File: config.mk
export PLATFORM = sky130hd
export DESIGN_NAME = timer_dio_interval_regs
export DESIGN_NICKNAME = d
export VERILOG_FILES = /design/src/core/timer_dio_pkg.sv /design/src/core/timer_count_mem.sv /design/src/core/timer_dio_interval_regs.sv
export SDC_FILE = /design/constraint.sdc
export NUM_CORES = 1
export LEC_CHECK = 0
export BUFFER_PORTS_ARGS = -buffer_cell sky130_fd_sc_hd__buf_4
export CAP_MARGIN = 20
export CORE_ASPECT_RATIO = 1.2
export CORE_MARGIN = 3
export CORE_UTILIZATION = 35
export CTS_CLUSTER_SIZE = 25
export DETAILED_ROUTE_END_ITERATION = 16
export GPL_ROUTABILITY_DRIVEN = 0
export PLACE_DENSITY = 0.52
export SLEW_MARGIN = 20
export SYNTH_ARGS = -nofsm -noshare
export SYNTH_HDL_FRONTEND = slang
export SYNTH_SLANG_ARGS = --single-unit
File: constraint.sdc
create_clock -name clk -period 5.9 [get_ports clk]
set_input_delay 1.18 -clock clk [delete_from_list [all_inputs] [get_ports clk]]
set_output_delay 1.18 -clock clk [all_outputs]
set_load 0.03 [all_outputs]
File: src/core/timer_dio_pkg.sv
// shared constants and types for the timer, digital i/o and interval register bank
package timer_dio_pkg;
    // ---------------------------------------------------------------
    // register offsets
    // ---------------------------------------------------------------
    localparam logic [4:0] OFS_TIMER_IRQ_CLEAR = 5'h0C;
    localparam logic [4:0] OFS_PORT_A_DATA = 5'h10;
    localparam logic [4:0] OFS_PORT_B_DATA = 5'h11;
    localparam logic [4:0] OFS_PORT_C_DATA = 5'h12;
    localparam logic [4:0] OFS_DIGITAL_PORT_CONTROL = 5'h13;
    localparam logic [4:0] OFS_TIMER_A_CH0_DATA = 5'h14;
    localparam logic [4:0] OFS_TIMER_A_CH1_DATA = 5'h15;
    localparam logic [4:0] OFS_TIMER_A_CH2_DATA = 5'h16;
    localparam logic [4:0] OFS_TIMER_A_MODE = 5'h17;
    localparam logic [4:0] OFS_TIMER_B_CH0_DATA = 5'h18;
    localparam logic [4:0] OFS_TIMER_B_CH1_DATA = 5'h19;
    localparam logic [4:0] OFS_TIMER_B_CH2_DATA = 5'h1A;
    localparam logic [4:0] OFS_TIMER_B_MODE = 5'h1B;
    localparam logic [4:0] OFS_INTERVAL_COUNT_HOLD = 5'h1E;
    localparam logic [4:0] OFS_INTERVAL_COUNT_LOAD = 5'h1F;

    // ---------------------------------------------------------------
    // widths, indices, reset values
    // ---------------------------------------------------------------
    localparam int ADDR_W = 5;
    localparam int DATA_W = 8;
    localparam int COUNTER_SLOTS = 6;
    localparam logic [2:0] NO_COUNTER = 3'h7;
    localparam logic [7:0] BYTE_ZERO = 8'h00;
    localparam logic [7:0] BYTE_ONES = 8'hFF;
    localparam logic [7:0] COUNT_ONE = 8'h01;
    localparam logic [7:0] CONTROL_RESET = 8'h9B;
    localparam logic [7:0] MODE_RESET = 8'h00;

    // ---------------------------------------------------------------
    // timer mode byte fields
    // ---------------------------------------------------------------
    localparam int MODE_SEL_HI = 7;
    localparam int MODE_SEL_LO = 6;
    localparam int MODE_RL_HI = 5;
    localparam int MODE_RL_LO = 4;
    localparam int MODE_OP_HI = 3;
    localparam int MODE_OP_LO = 1;
    localparam int MODE_DECIMAL = 0;

    // ---------------------------------------------------------------
    // port control word fields
    // ---------------------------------------------------------------
    localparam int CW_MODE_SET = 7;
    localparam int CW_GROUP_A_HI = 6;
    localparam int CW_GROUP_A_LO = 5;
    localparam int CW_PORT_A_IN = 4;
    localparam int CW_PORT_C_HI_IN = 3;
    localparam int CW_GROUP_B_MODE = 2;
    localparam int CW_PORT_B_IN = 1;
    localparam int CW_PORT_C_LO_IN = 0;
    localparam int CW_BIT_SEL_HI = 3;
    localparam int CW_BIT_SEL_LO = 1;
    localparam int CW_BIT_VALUE = 0;
    localparam logic [7:0] PORT_C_HI_MASK = 8'hF0;
    localparam logic [7:0] PORT_C_LO_MASK = 8'h0F;
    localparam logic [7:0] HANDSHAKE_A_MASK = 8'hF8;
    localparam logic [7:0] HANDSHAKE_B_MASK = 8'h07;

    // ---------------------------------------------------------------
    // types
    // ---------------------------------------------------------------
    typedef struct packed {
        logic [ADDR_W-1:0] addr;
        logic rd;
        logic wr;
        logic [DATA_W-1:0] data;
    } bus_req_t;

    typedef struct packed {
        logic [DATA_W-1:0] value;
        logic [DATA_W-1:0] enable;
    } port_drive_t;

    typedef struct packed {
        logic [1:0] counterSelect;
        logic [1:0] readLoadSel;
        logic [2:0] opMode;
        logic decimalCount;
    } timer_mode_t;

    typedef enum logic [1:0] {
        INTERVAL_IDLE = 2'b00,
        INTERVAL_ARMED = 2'b01
    } interval_state_t;
endpackage : timer_dio_pkg

File: src/core/timer_count_mem.sv
// small byte store for the six counter data bytes
`timescale 1ns/1ps
module timer_count_mem (
    input wire logic clk,
    input wire logic wrEn,
    input wire logic [2:0] wrIndex,
    input wire logic [7:0] wrData,
    input wire logic [2:0] rdIndex,
    output logic [7:0] rdData
);
    logic [7:0] store [0:timer_dio_pkg::COUNTER_SLOTS-1];

    // ---------------------------------------------------------------
    // write and registered read
    // ---------------------------------------------------------------
    always_ff @(posedge clk) begin
        if (wrEn && (wrIndex < 3'(timer_dio_pkg::COUNTER_SLOTS))) begin
            store[wrIndex] <= wrData;
        end
    end

    always_ff @(posedge clk) begin
        if (rdIndex < 3'(timer_dio_pkg::COUNTER_SLOTS)) begin
            rdData <= store[rdIndex];
        end else begin
            rdData <= timer_dio_pkg::BYTE_ZERO;
        end
    end
endmodule : timer_count_mem

File: src/core/timer_dio_interval_regs.sv
// register bank for counter/timers, digital i/o ports and interval counter
// Summary of operation
// offsets 0x14-0x16 read/write counter bytes of timer group A.
// offset 0x17 write-only mode byte for timer group A.
// mode byte: select 7..6, read/load 5..4, op mode 3..1, decimal 0.
// any write to 0x0C clears the pending timer interrupt unless a low pulse is seen in the same cycle.
// offsets 0x18-0x1A read/write counter bytes of timer group B.
// offset 0x1B write-only mode byte for group B, same layout.
// 24 digital lines as three 8-bit ports, grouped or independent.
// 0x10 reads port A levels; writes drive port A when output.
// 0x11 reads port B levels; writes drive port B when output.
// port C plain except bits taken as handshake by strobed A (7..3) or strobed B (2..0).
// 0x13 write-only control word sets directions and transfer modes.
// interval counter runs only when scan off and interval scan on.
// 0x1E write-only holding register for interval count.
// write to 0x1F copies holding value into counter and arms it.
// armed interval counter decrements once per conversion pulse.
// a step at a count of one or less reloads the interval counter from the holding register.
// software writes 0x01 to the interval strobe port.
// timer interrupt stays set after its low pulse until cleared.
// reads of write-only offsets change no state.
`timescale 1ns/1ps
module timer_dio_interval_regs (
    input wire logic clk,
    input wire logic sys_rst,
    input timer_dio_pkg::bus_req_t busReq,
    output logic [7:0] rdData,
    output logic rdValid,
    input wire logic [7:0] port_a_lines,
    input wire logic [7:0] port_b_lines,
    input wire logic [7:0] portCLines,
    output timer_dio_pkg::port_drive_t portADrive,
    output timer_dio_pkg::port_drive_t portBDrive,
    output timer_dio_pkg::port_drive_t portCDrive,
    output logic [7:0] port_control_word,
    input wire logic timerA2Out,
    input wire logic external_update_n,
    output logic timerIrq,
    output timer_dio_pkg::timer_mode_t timerAMode,
    output timer_dio_pkg::timer_mode_t timerBMode,
    output logic counterLoad,
    output logic [2:0] counterLoadIndex,
    output logic [7:0] counterLoadData,
    input wire logic scan_enable,
    input wire logic interval_scan_select,
    input wire logic convPulse,
    output logic [7:0] intervalCount,
    output logic intervalArmed,
    output logic intervalWrap
);
    // ---------------------------------------------------------------
    // helpers
    // ---------------------------------------------------------------
    function automatic logic [2:0] counterIndex(input logic [4:0] addr);
        case (addr)
            timer_dio_pkg::OFS_TIMER_A_CH0_DATA: counterIndex = 3'd0;
            timer_dio_pkg::OFS_TIMER_A_CH1_DATA: counterIndex = 3'd1;
            timer_dio_pkg::OFS_TIMER_A_CH2_DATA: counterIndex = 3'd2;
            timer_dio_pkg::OFS_TIMER_B_CH0_DATA: counterIndex = 3'd3;
            timer_dio_pkg::OFS_TIMER_B_CH1_DATA: counterIndex = 3'd4;
            timer_dio_pkg::OFS_TIMER_B_CH2_DATA: counterIndex = 3'd5;
            default: counterIndex = timer_dio_pkg::NO_COUNTER;
        endcase
    endfunction : counterIndex

    function automatic logic writeTo(input timer_dio_pkg::bus_req_t req, input logic [4:0] ofs);
        writeTo = req.wr && (req.addr == ofs);
    endfunction : writeTo

    function automatic timer_dio_pkg::timer_mode_t modeFields(input logic [7:0] b);
        modeFields.counterSelect = b[timer_dio_pkg::MODE_SEL_HI:timer_dio_pkg::MODE_SEL_LO];
        modeFields.readLoadSel = b[timer_dio_pkg::MODE_RL_HI:timer_dio_pkg::MODE_RL_LO];
        modeFields.opMode = b[timer_dio_pkg::MODE_OP_HI:timer_dio_pkg::MODE_OP_LO];
        modeFields.decimalCount = b[timer_dio_pkg::MODE_DECIMAL];
    endfunction : modeFields

    // ---------------------------------------------------------------
    // pin synchronisers
    // ---------------------------------------------------------------
    logic [7:0] portASync1_reg, portASync2_reg;
    logic [7:0] portBSync1_reg, portBSync2_reg;
    logic [7:0] portCSync1_reg, portCSync2_reg;
    logic [2:0] evtSync1_reg, evtSync2_reg;
    logic [1:0] evtPrev_reg;

    always_ff @(posedge clk) begin
        portASync1_reg <= port_a_lines;
        portASync2_reg <= portASync1_reg;
        portBSync1_reg <= port_b_lines;
        portBSync2_reg <= portBSync1_reg;
        portCSync1_reg <= portCLines;
        portCSync2_reg <= portCSync1_reg;
        evtSync1_reg <= {convPulse, external_update_n, timerA2Out};
        evtSync2_reg <= evtSync1_reg;
    end

    always_ff @(posedge clk) begin
        if (sys_rst) begin
            evtPrev_reg <= 2'b11;
        end else begin
            evtPrev_reg <= evtSync2_reg[1:0];
        end
    end

    // ---------------------------------------------------------------
    // timer interrupt
    // ---------------------------------------------------------------
    logic lowPulseSeen;
    assign lowPulseSeen = |(evtPrev_reg & ~evtSync2_reg[1:0]);

    always_ff @(posedge clk) begin
        if (sys_rst) begin
            timerIrq <= 1'b0;
        end else if (lowPulseSeen) begin
            timerIrq <= 1'b1;
        end else if (writeTo(busReq, timer_dio_pkg::OFS_TIMER_IRQ_CLEAR)) begin
            timerIrq <= 1'b0;
        end
    end

    // ---------------------------------------------------------------
    // counter data and mode bytes
    // ---------------------------------------------------------------
    logic [2:0] wrCounter;
    logic [7:0] counterByte;
    assign wrCounter = counterIndex(busReq.addr);

    timer_count_mem countStore (
        .clk(clk),
        .wrEn(busReq.wr && (wrCounter != timer_dio_pkg::NO_COUNTER)),
        .wrIndex(wrCounter),
        .wrData(busReq.data),
        .rdIndex(wrCounter),
        .rdData(counterByte)
    );

    always_ff @(posedge clk) begin
        if (sys_rst) begin
            counterLoad <= 1'b0;
            counterLoadIndex <= 3'd0;
            counterLoadData <= timer_dio_pkg::BYTE_ZERO;
        end else begin
            counterLoad <= busReq.wr && (wrCounter != timer_dio_pkg::NO_COUNTER);
            if (busReq.wr && (wrCounter != timer_dio_pkg::NO_COUNTER)) begin
                counterLoadIndex <= wrCounter;
                counterLoadData <= busReq.data;
            end
        end
    end

    always_ff @(posedge clk) begin
        if (sys_rst) begin
            timerAMode <= modeFields(timer_dio_pkg::MODE_RESET);
            timerBMode <= modeFields(timer_dio_pkg::MODE_RESET);
        end else begin
            if (writeTo(busReq, timer_dio_pkg::OFS_TIMER_A_MODE)) begin
                timerAMode <= modeFields(busReq.data);
            end
            if (writeTo(busReq, timer_dio_pkg::OFS_TIMER_B_MODE)) begin
                timerBMode <= modeFields(busReq.data);
            end
        end
    end

    // ---------------------------------------------------------------
    // digital i/o ports
    // ---------------------------------------------------------------
    logic [7:0] portAOut_reg, portBOut_reg, portCOut_reg;
    logic portAIsOut, portBIsOut, strobedA, strobedB;
    logic [7:0] portCOutMask, portCPlainMask;
    logic [2:0] bitSel;

    assign portAIsOut = ~port_control_word[timer_dio_pkg::CW_PORT_A_IN];
    assign portBIsOut = ~port_control_word[timer_dio_pkg::CW_PORT_B_IN];
    assign strobedA = |port_control_word[timer_dio_pkg::CW_GROUP_A_HI:timer_dio_pkg::CW_GROUP_A_LO];
    assign strobedB = port_control_word[timer_dio_pkg::CW_GROUP_B_MODE];
    assign bitSel = busReq.data[timer_dio_pkg::CW_BIT_SEL_HI:timer_dio_pkg::CW_BIT_SEL_LO];
    assign portCPlainMask = ~((strobedA ? timer_dio_pkg::HANDSHAKE_A_MASK
                                        : timer_dio_pkg::BYTE_ZERO)
                            | (strobedB ? timer_dio_pkg::HANDSHAKE_B_MASK
                                        : timer_dio_pkg::BYTE_ZERO));
    assign portCOutMask = portCPlainMask
        & ((port_control_word[timer_dio_pkg::CW_PORT_C_HI_IN] ? timer_dio_pkg::BYTE_ZERO
                                                           : timer_dio_pkg::PORT_C_HI_MASK)
        | (port_control_word[timer_dio_pkg::CW_PORT_C_LO_IN] ? timer_dio_pkg::BYTE_ZERO
                                                          : timer_dio_pkg::PORT_C_LO_MASK));

    always_ff @(posedge clk) begin
        if (sys_rst) begin
            port_control_word <= timer_dio_pkg::CONTROL_RESET;
        end else if (writeTo(busReq, timer_dio_pkg::OFS_DIGITAL_PORT_CONTROL)
                     && busReq.data[timer_dio_pkg::CW_MODE_SET]) begin
            port_control_word <= busReq.data;
        end
    end

    always_ff @(posedge clk) begin
        if (sys_rst) begin
            portAOut_reg <= timer_dio_pkg::BYTE_ZERO;
            portBOut_reg <= timer_dio_pkg::BYTE_ZERO;
        end else begin
            if (writeTo(busReq, timer_dio_pkg::OFS_DIGITAL_PORT_CONTROL)
                && busReq.data[timer_dio_pkg::CW_MODE_SET]) begin
                portAOut_reg <= timer_dio_pkg::BYTE_ZERO;
                portBOut_reg <= timer_dio_pkg::BYTE_ZERO;
            end else begin
                if (writeTo(busReq, timer_dio_pkg::OFS_PORT_A_DATA)) begin
                    portAOut_reg <= busReq.data;
                end
                if (writeTo(busReq, timer_dio_pkg::OFS_PORT_B_DATA)) begin
                    portBOut_reg <= busReq.data;
                end
            end
        end
    end

    always_ff @(posedge clk) begin
        if (sys_rst) begin
            portCOut_reg <= timer_dio_pkg::BYTE_ZERO;
        end else if (writeTo(busReq, timer_dio_pkg::OFS_DIGITAL_PORT_CONTROL)) begin
            if (busReq.data[timer_dio_pkg::CW_MODE_SET]) begin
                portCOut_reg <= timer_dio_pkg::BYTE_ZERO;
            end else begin
                portCOut_reg[bitSel] <= busReq.data[timer_dio_pkg::CW_BIT_VALUE];
            end
        end else if (writeTo(busReq, timer_dio_pkg::OFS_PORT_C_DATA)) begin
            portCOut_reg <= (portCOut_reg & ~portCPlainMask)
                          | (busReq.data & portCPlainMask);
        end
    end

    always_ff @(posedge clk) begin
        if (sys_rst) begin
            portADrive <= '0;
            portBDrive <= '0;
            portCDrive <= '0;
        end else begin
            portADrive.value <= portAOut_reg;
            portADrive.enable <= portAIsOut ? timer_dio_pkg::BYTE_ONES
                                            : timer_dio_pkg::BYTE_ZERO;
            portBDrive.value <= portBOut_reg;
            portBDrive.enable <= portBIsOut ? timer_dio_pkg::BYTE_ONES
                                            : timer_dio_pkg::BYTE_ZERO;
            portCDrive.value <= portCOut_reg;
            portCDrive.enable <= portCOutMask;
        end
    end

    // ---------------------------------------------------------------
    // interval counter
    // ---------------------------------------------------------------
    timer_dio_pkg::interval_state_t intervalState_reg, intervalState_next;
    logic [7:0] intervalHold_reg;
    logic convSeen, intervalMode, countStep;
    logic evtPrev2_reg;

    assign convSeen = evtSync2_reg[2] & ~evtPrev2_reg;
    assign intervalMode = ~scan_enable & interval_scan_select;
    assign countStep = (intervalState_reg == timer_dio_pkg::INTERVAL_ARMED)
                       && intervalMode && convSeen;

    always_ff @(posedge clk) begin
        if (sys_rst) begin
            evtPrev2_reg <= 1'b0;
        end else begin
            evtPrev2_reg <= evtSync2_reg[2];
        end
    end

    always_ff @(posedge clk) begin
        if (sys_rst) begin
            intervalHold_reg <= timer_dio_pkg::BYTE_ZERO;
        end else if (writeTo(busReq, timer_dio_pkg::OFS_INTERVAL_COUNT_HOLD)) begin
            intervalHold_reg <= busReq.data;
        end
    end

    always_comb begin
        intervalState_next = intervalState_reg;
        case (intervalState_reg)
            timer_dio_pkg::INTERVAL_IDLE: begin
                if (writeTo(busReq, timer_dio_pkg::OFS_INTERVAL_COUNT_LOAD)) begin
                    intervalState_next = timer_dio_pkg::INTERVAL_ARMED;
                end
            end
            timer_dio_pkg::INTERVAL_ARMED: begin
                intervalState_next = timer_dio_pkg::INTERVAL_ARMED;
            end
            default: begin
                intervalState_next = timer_dio_pkg::INTERVAL_IDLE;
            end
        endcase
    end

    always_ff @(posedge clk) begin
        if (sys_rst) begin
            intervalState_reg <= timer_dio_pkg::INTERVAL_IDLE;
        end else begin
            intervalState_reg <= intervalState_next;
        end
    end

    always_ff @(posedge clk) begin
        if (sys_rst) begin
            intervalCount <= timer_dio_pkg::BYTE_ZERO;
            intervalWrap <= 1'b0;
            intervalArmed <= 1'b0;
        end else begin
            intervalArmed <= (intervalState_next == timer_dio_pkg::INTERVAL_ARMED);
            intervalWrap <= 1'b0;
            if (writeTo(busReq, timer_dio_pkg::OFS_INTERVAL_COUNT_LOAD)) begin
                intervalCount <= intervalHold_reg;
            end else if (countStep) begin
                if (intervalCount <= timer_dio_pkg::COUNT_ONE) begin
                    intervalCount <= intervalHold_reg;
                    intervalWrap <= 1'b1;
                end else begin
                    intervalCount <= intervalCount - timer_dio_pkg::COUNT_ONE;
                end
            end
        end
    end

    // ---------------------------------------------------------------
    // read path, two cycles from request to data
    // ---------------------------------------------------------------
    logic rdPend_reg, rdFromCounter_reg;
    logic [7:0] rdStage_reg;
    logic [7:0] rdMux;

    always_comb begin
        case (busReq.addr)
            timer_dio_pkg::OFS_PORT_A_DATA: rdMux = portASync2_reg;
            timer_dio_pkg::OFS_PORT_B_DATA: rdMux = portBSync2_reg;
            timer_dio_pkg::OFS_PORT_C_DATA: rdMux = portCSync2_reg;
            default: rdMux = timer_dio_pkg::BYTE_ZERO;
        endcase
    end

    always_ff @(posedge clk) begin
        if (sys_rst) begin
            rdPend_reg <= 1'b0;
            rdFromCounter_reg <= 1'b0;
            rdStage_reg <= timer_dio_pkg::BYTE_ZERO;
        end else begin
            rdPend_reg <= busReq.rd;
            rdFromCounter_reg <= (wrCounter != timer_dio_pkg::NO_COUNTER);
            rdStage_reg <= rdMux;
        end
    end

    always_ff @(posedge clk) begin
        if (sys_rst) begin
            rdData <= timer_dio_pkg::BYTE_ZERO;
            rdValid <= 1'b0;
        end else begin
            rdValid <= rdPend_reg;
            if (rdPend_reg) begin
                rdData <= rdFromCounter_reg ? counterByte : rdStage_reg;
            end
        end
    end
endmodule : timer_dio_interval_regs

==> reports/qor.yml <==
crit_fanout: 14
postSynthNetCount: 807
dpl.hpwl_mm: 15.0
detailed_route_via_count: 5929
detailedRoute.firstPassIterationCount: 5
cts-htree-levels: 1
numClockSinks: 242
leakage_nw: 4.23
detail_route.iter0.violations: 390
drcViolationCount: 0
post_cts_resized: 0
synthesis_warning_total: 0
post_synth_most_frequent_cells: "194 x sky130_fd_sc_hd__dfxtp_1, 88 x sky130_fd_sc_hd__nor2_1, 58 x sky130_fd_sc_hd__mux2i_1"
ys_ff_latch: 242
ir_drop_mv: 0.260
yosys.area.top_type_share_pct: 45.3
ys.flop_type: "sky130_fd_sc_hd__dfxtp_1"
largest_registers: "countStore.store x48, portCDrive x11"
fraction_of_power_spent_switching_nets_pct: 21.8
die-height_um: 177
placement.setup.worst_slack_ns: 2.43
tritoncts.num_buffers: 25
clock_tree_from_tritoncts: "yes"
sequentialPowerShare_pct: 48.0
report.final.hold_viol_count: 0
timing.max_cap.violations: 0
netsw_mw: 0.792
final_period_minus_worst_setup_slack_ns: 2.97
setup-violations-final: 0
max_frequency_mhz: 336
worst-endpoint-required_ns: 6.32
antennaDiodeCount: 0
worst_setup_path_start_kind: "primary input"
detailed_route_wl_mm: 21.9
die_w_um: 149
power.share.combinational_pct: 4.9
ff2ff_setup_slack_ns: 3.83
final_critical_path_setup_slack_ns: 2.93
drt-vias-per-instance: 4.89
placement_rows: 62
grt_pass1_wl_mm: 33.1
cts.path.max_buffers: 3
clock_power_share_pct: 47.0
timing.hold.worst.class: "flop to flop"
clock-skew-final_ns: 0.0210
critical_path.reg2reg.endpoint: "intervalCount[0]$_SDFFE_PP0P_"
synth-edff-count: 48
yosys-top-cells-area: "sky130_fd_sc_hd__dfxtp_1 45%, sky130_fd_sc_hd__edfxtp_1 17%, sky130_fd_sc_hd__mux2i_1 6.8%"
wl_per_cell_um: 18.1
finalCoreUtilization_pct: 44.6
placement.io_buffers: 149
number_of_global_route_vias_before_repair: 5700
layout_cells_sized_above_1_pct: 25.3
worst_case_reg_to_reg_path_depth: 5
timing.slew.headroom_pct: 37.7
synth_area_per_cell_um2: 11.3
crit-reg2reg-launch: "intervalCount[2]$_SDFFE_PP0P_"
yosys.area.top_type: "sky130_fd_sc_hd__dfxtp_1"
synthArstFlopShare_pct: 0
synthDistinctLibCells: 61
min_path_cells: 0
post-route-period-util_pct: 50.4
area_delta_synth_final_pct: 25.2
timing.hold.worst.start: "portCSync1_reg[1]$_DFF_P_"
floorplan.core_area_mm2: 0.0240
seq_area_frac_synth_pct: 62.1
cts.reportedPaths.clkPinSlew_ns: 0.06
hold_end: "portCSync2_reg[1]$_DFF_P_"
timing.critical_path.to_type: "flop"
netlist_area_mm2: 0.00857
report.final.slew_viol_count: 0
finalNonFillerCells: 1213
insertion_delay_of_the_later_clocked_pin_in_the_worst_skew_pair_ns: 0.54
synthMostInstantiatedCell: "sky130_fd_sc_hd__dfxtp_1"
post-place-cells: 1167
crit_path_kind: "primary input to flop"
final_net_count: 922
syn_inst: 759
grt_use_total_pct: 16.1
worst-endpoint-arrival_ns: 3.40
largest_register_ff_count: 48
clock-root-buffer: "sky130_fd_sc_hd__clkbuf_16"
largest-register: "countStore.store"
unrepaired_setup_endpoints_after_global_routing: "no"
number_of_filler_cells_placed_in_the_layout: 2314
grt_antenna_before_repair: 0
globalRouteOverflowTotal: 0
maximum_number_of_pins_on_one_net_before_global_route_repair: 58
worst_hold_slack_ns: 0.325
powerDensity_mw_per_mm2: 338
ios: 150
cell_internal_power_mw: 2.83
tightestPinTransition_ns: 0.927
die_area_mm2: 0.0264
outcome: "finished clean"
post_cts_hold_buffer_count: 0
ant_nets: 0
start_util_pct: 35.6
tns_ns: 0
post-cts-setup-buffer-count: 0
power by group through the flow:
stage	Sequential, mW	Combinational, mW	Clock [mW]
after detailed placement	1.78	0.181	0
after CTS	1.74	0.181	1.75
after global routing	1.74	0.195	1.81
final	1.74	0.179	1.71
after global placement	1.78	0.180	0
after floorplan	1.79	0.0913	0
logic make-up (layout without fill, tap and decap cells):
family	count (synthesis)	in the layout	synth area share, %
and+or+nand+nor	251	251	15.2
DFF	242	242	62.1
AOI/OAI and AO/OA	119	119	10.1
buffers and inverters	78	212	4.38
muxes	66	66	7.83
adders and majority gates	2	2	0.292
other	1	1	0.0438
placed cells by master, fill, tap and decap left out, types with 5 or more instances in the layout:
cell type                   synthesis  routed
sky130_fd_sc_hd__nor2_1            88      88
sky130_fd_sc_hd__nand3_1           10      10
sky130_fd_sc_hd__buf_4             19     155
sky130_fd_sc_hd__o21ai_1            7       7
sky130_fd_sc_hd__a311oi_1          10      10
sky130_fd_sc_hd__inv_1             11      11
sky130_fd_sc_hd__dfxtp_1          194     194
sky130_fd_sc_hd__edfxtp_1          48      48
sky130_fd_sc_hd__clkbuf_16          0      27
sky130_fd_sc_hd__a31oi_1            6       6
sky130_fd_sc_hd__nor2b_1           34      34
sky130_fd_sc_hd__nand2b_1          13      13
sky130_fd_sc_hd__mux2_2             8       8
sky130_fd_sc_hd__and2_1             9       9
sky130_fd_sc_hd__nand2_1           33      33
sky130_fd_sc_hd__mux2i_1           58      58
sky130_fd_sc_hd__or2_2              5       5
sky130_fd_sc_hd__a21oi_1           23      23
sky130_fd_sc_hd__o221ai_1           8       8
sky130_fd_sc_hd__a222oi_1           8       8
sky130_fd_sc_hd__o21ai_0            6       6
sky130_fd_sc_hd__a211oi_1          15      15
sky130_fd_sc_hd__o211ai_1          10      10
sky130_fd_sc_hd__clkbuf_1          37       6
sky130_fd_sc_hd__nor3_1            17      16
sky130_fd_sc_hd__nor4_1             9       8
metal layers:
metal / global-route usage (%) / part of all wire [%] / vias up / wire [um]
li1: - / - / 2912 / -
met1: 20.0 / 42 / 2803 / 9110
met2: 27.6 / 49 / 172 / 10800
met3: 2.96 / 5.8 / 42 / 1280
met4: 6.30 / 3.5 / 0 / 759
met5: 0 / 0 / - / 0
cell type report:
class / count / area [um^2] / area share [%]
clock buffers: 35 / 726 / 6.77
inverters: 11 / 41.3 / 0.385
multi-input cells: 439 / 2890 / 26.9
repair buffers: 155 / 1160 / 10.9
well taps: 320 / 400 / 3.73
flip-flops and latches: 242 / 5330 / 49.7
clock inverters: 11 / 183 / 1.70
per-stage QoR:
| step | cell area [um^2] | total power [mW] |
|---|---|---|
| floorplan | 8570 | 1.88 |
| global placement | 9810 | 1.96 |
| detailed placement | 9810 | 1.96 |
| CTS | 10700 | 3.67 |
| global route | 10700 | 3.75 |
| finish | 10700 | 3.63 |
worst max-delay path: stages:
cell                       delay (ns)
sky130_fd_sc_hd__buf_4           0.14
sky130_fd_sc_hd__nor2b_1         0.66
sky130_fd_sc_hd__a22oi_1         0.23
sky130_fd_sc_hd__nor2b_1         0.76
sky130_fd_sc_hd__a211oi_1        0.13
sky130_fd_sc_hd__a311oi_1        0.29
worst max-delay path by stage:
stage / from / end / slack, ns / cells past startpoint
CTS: busReq[12] / countStore.rdData[2]$_SDFF_PP0_ / 2.95 / 6
finish: busReq[12] / countStore.rdData[2]$_SDFF_PP0_ / 2.93 / 6
global placement: busReq[12] / countStore.rdData[3]$_SDFF_PP0_ / 2.50 / 6
global route: busReq[12] / countStore.rdData[2]$_SDFF_PP0_ / 2.73 / 6
floorplan: busReq[14] / countStore.store[0][0]$_DFFE_PP_ / 2.98 / 4
detailed placement: busReq[12] / countStore.rdData[2]$_SDFF_PP0_ / 2.43 / 6
Note: power is estimated with default switching activity, not from simulation.
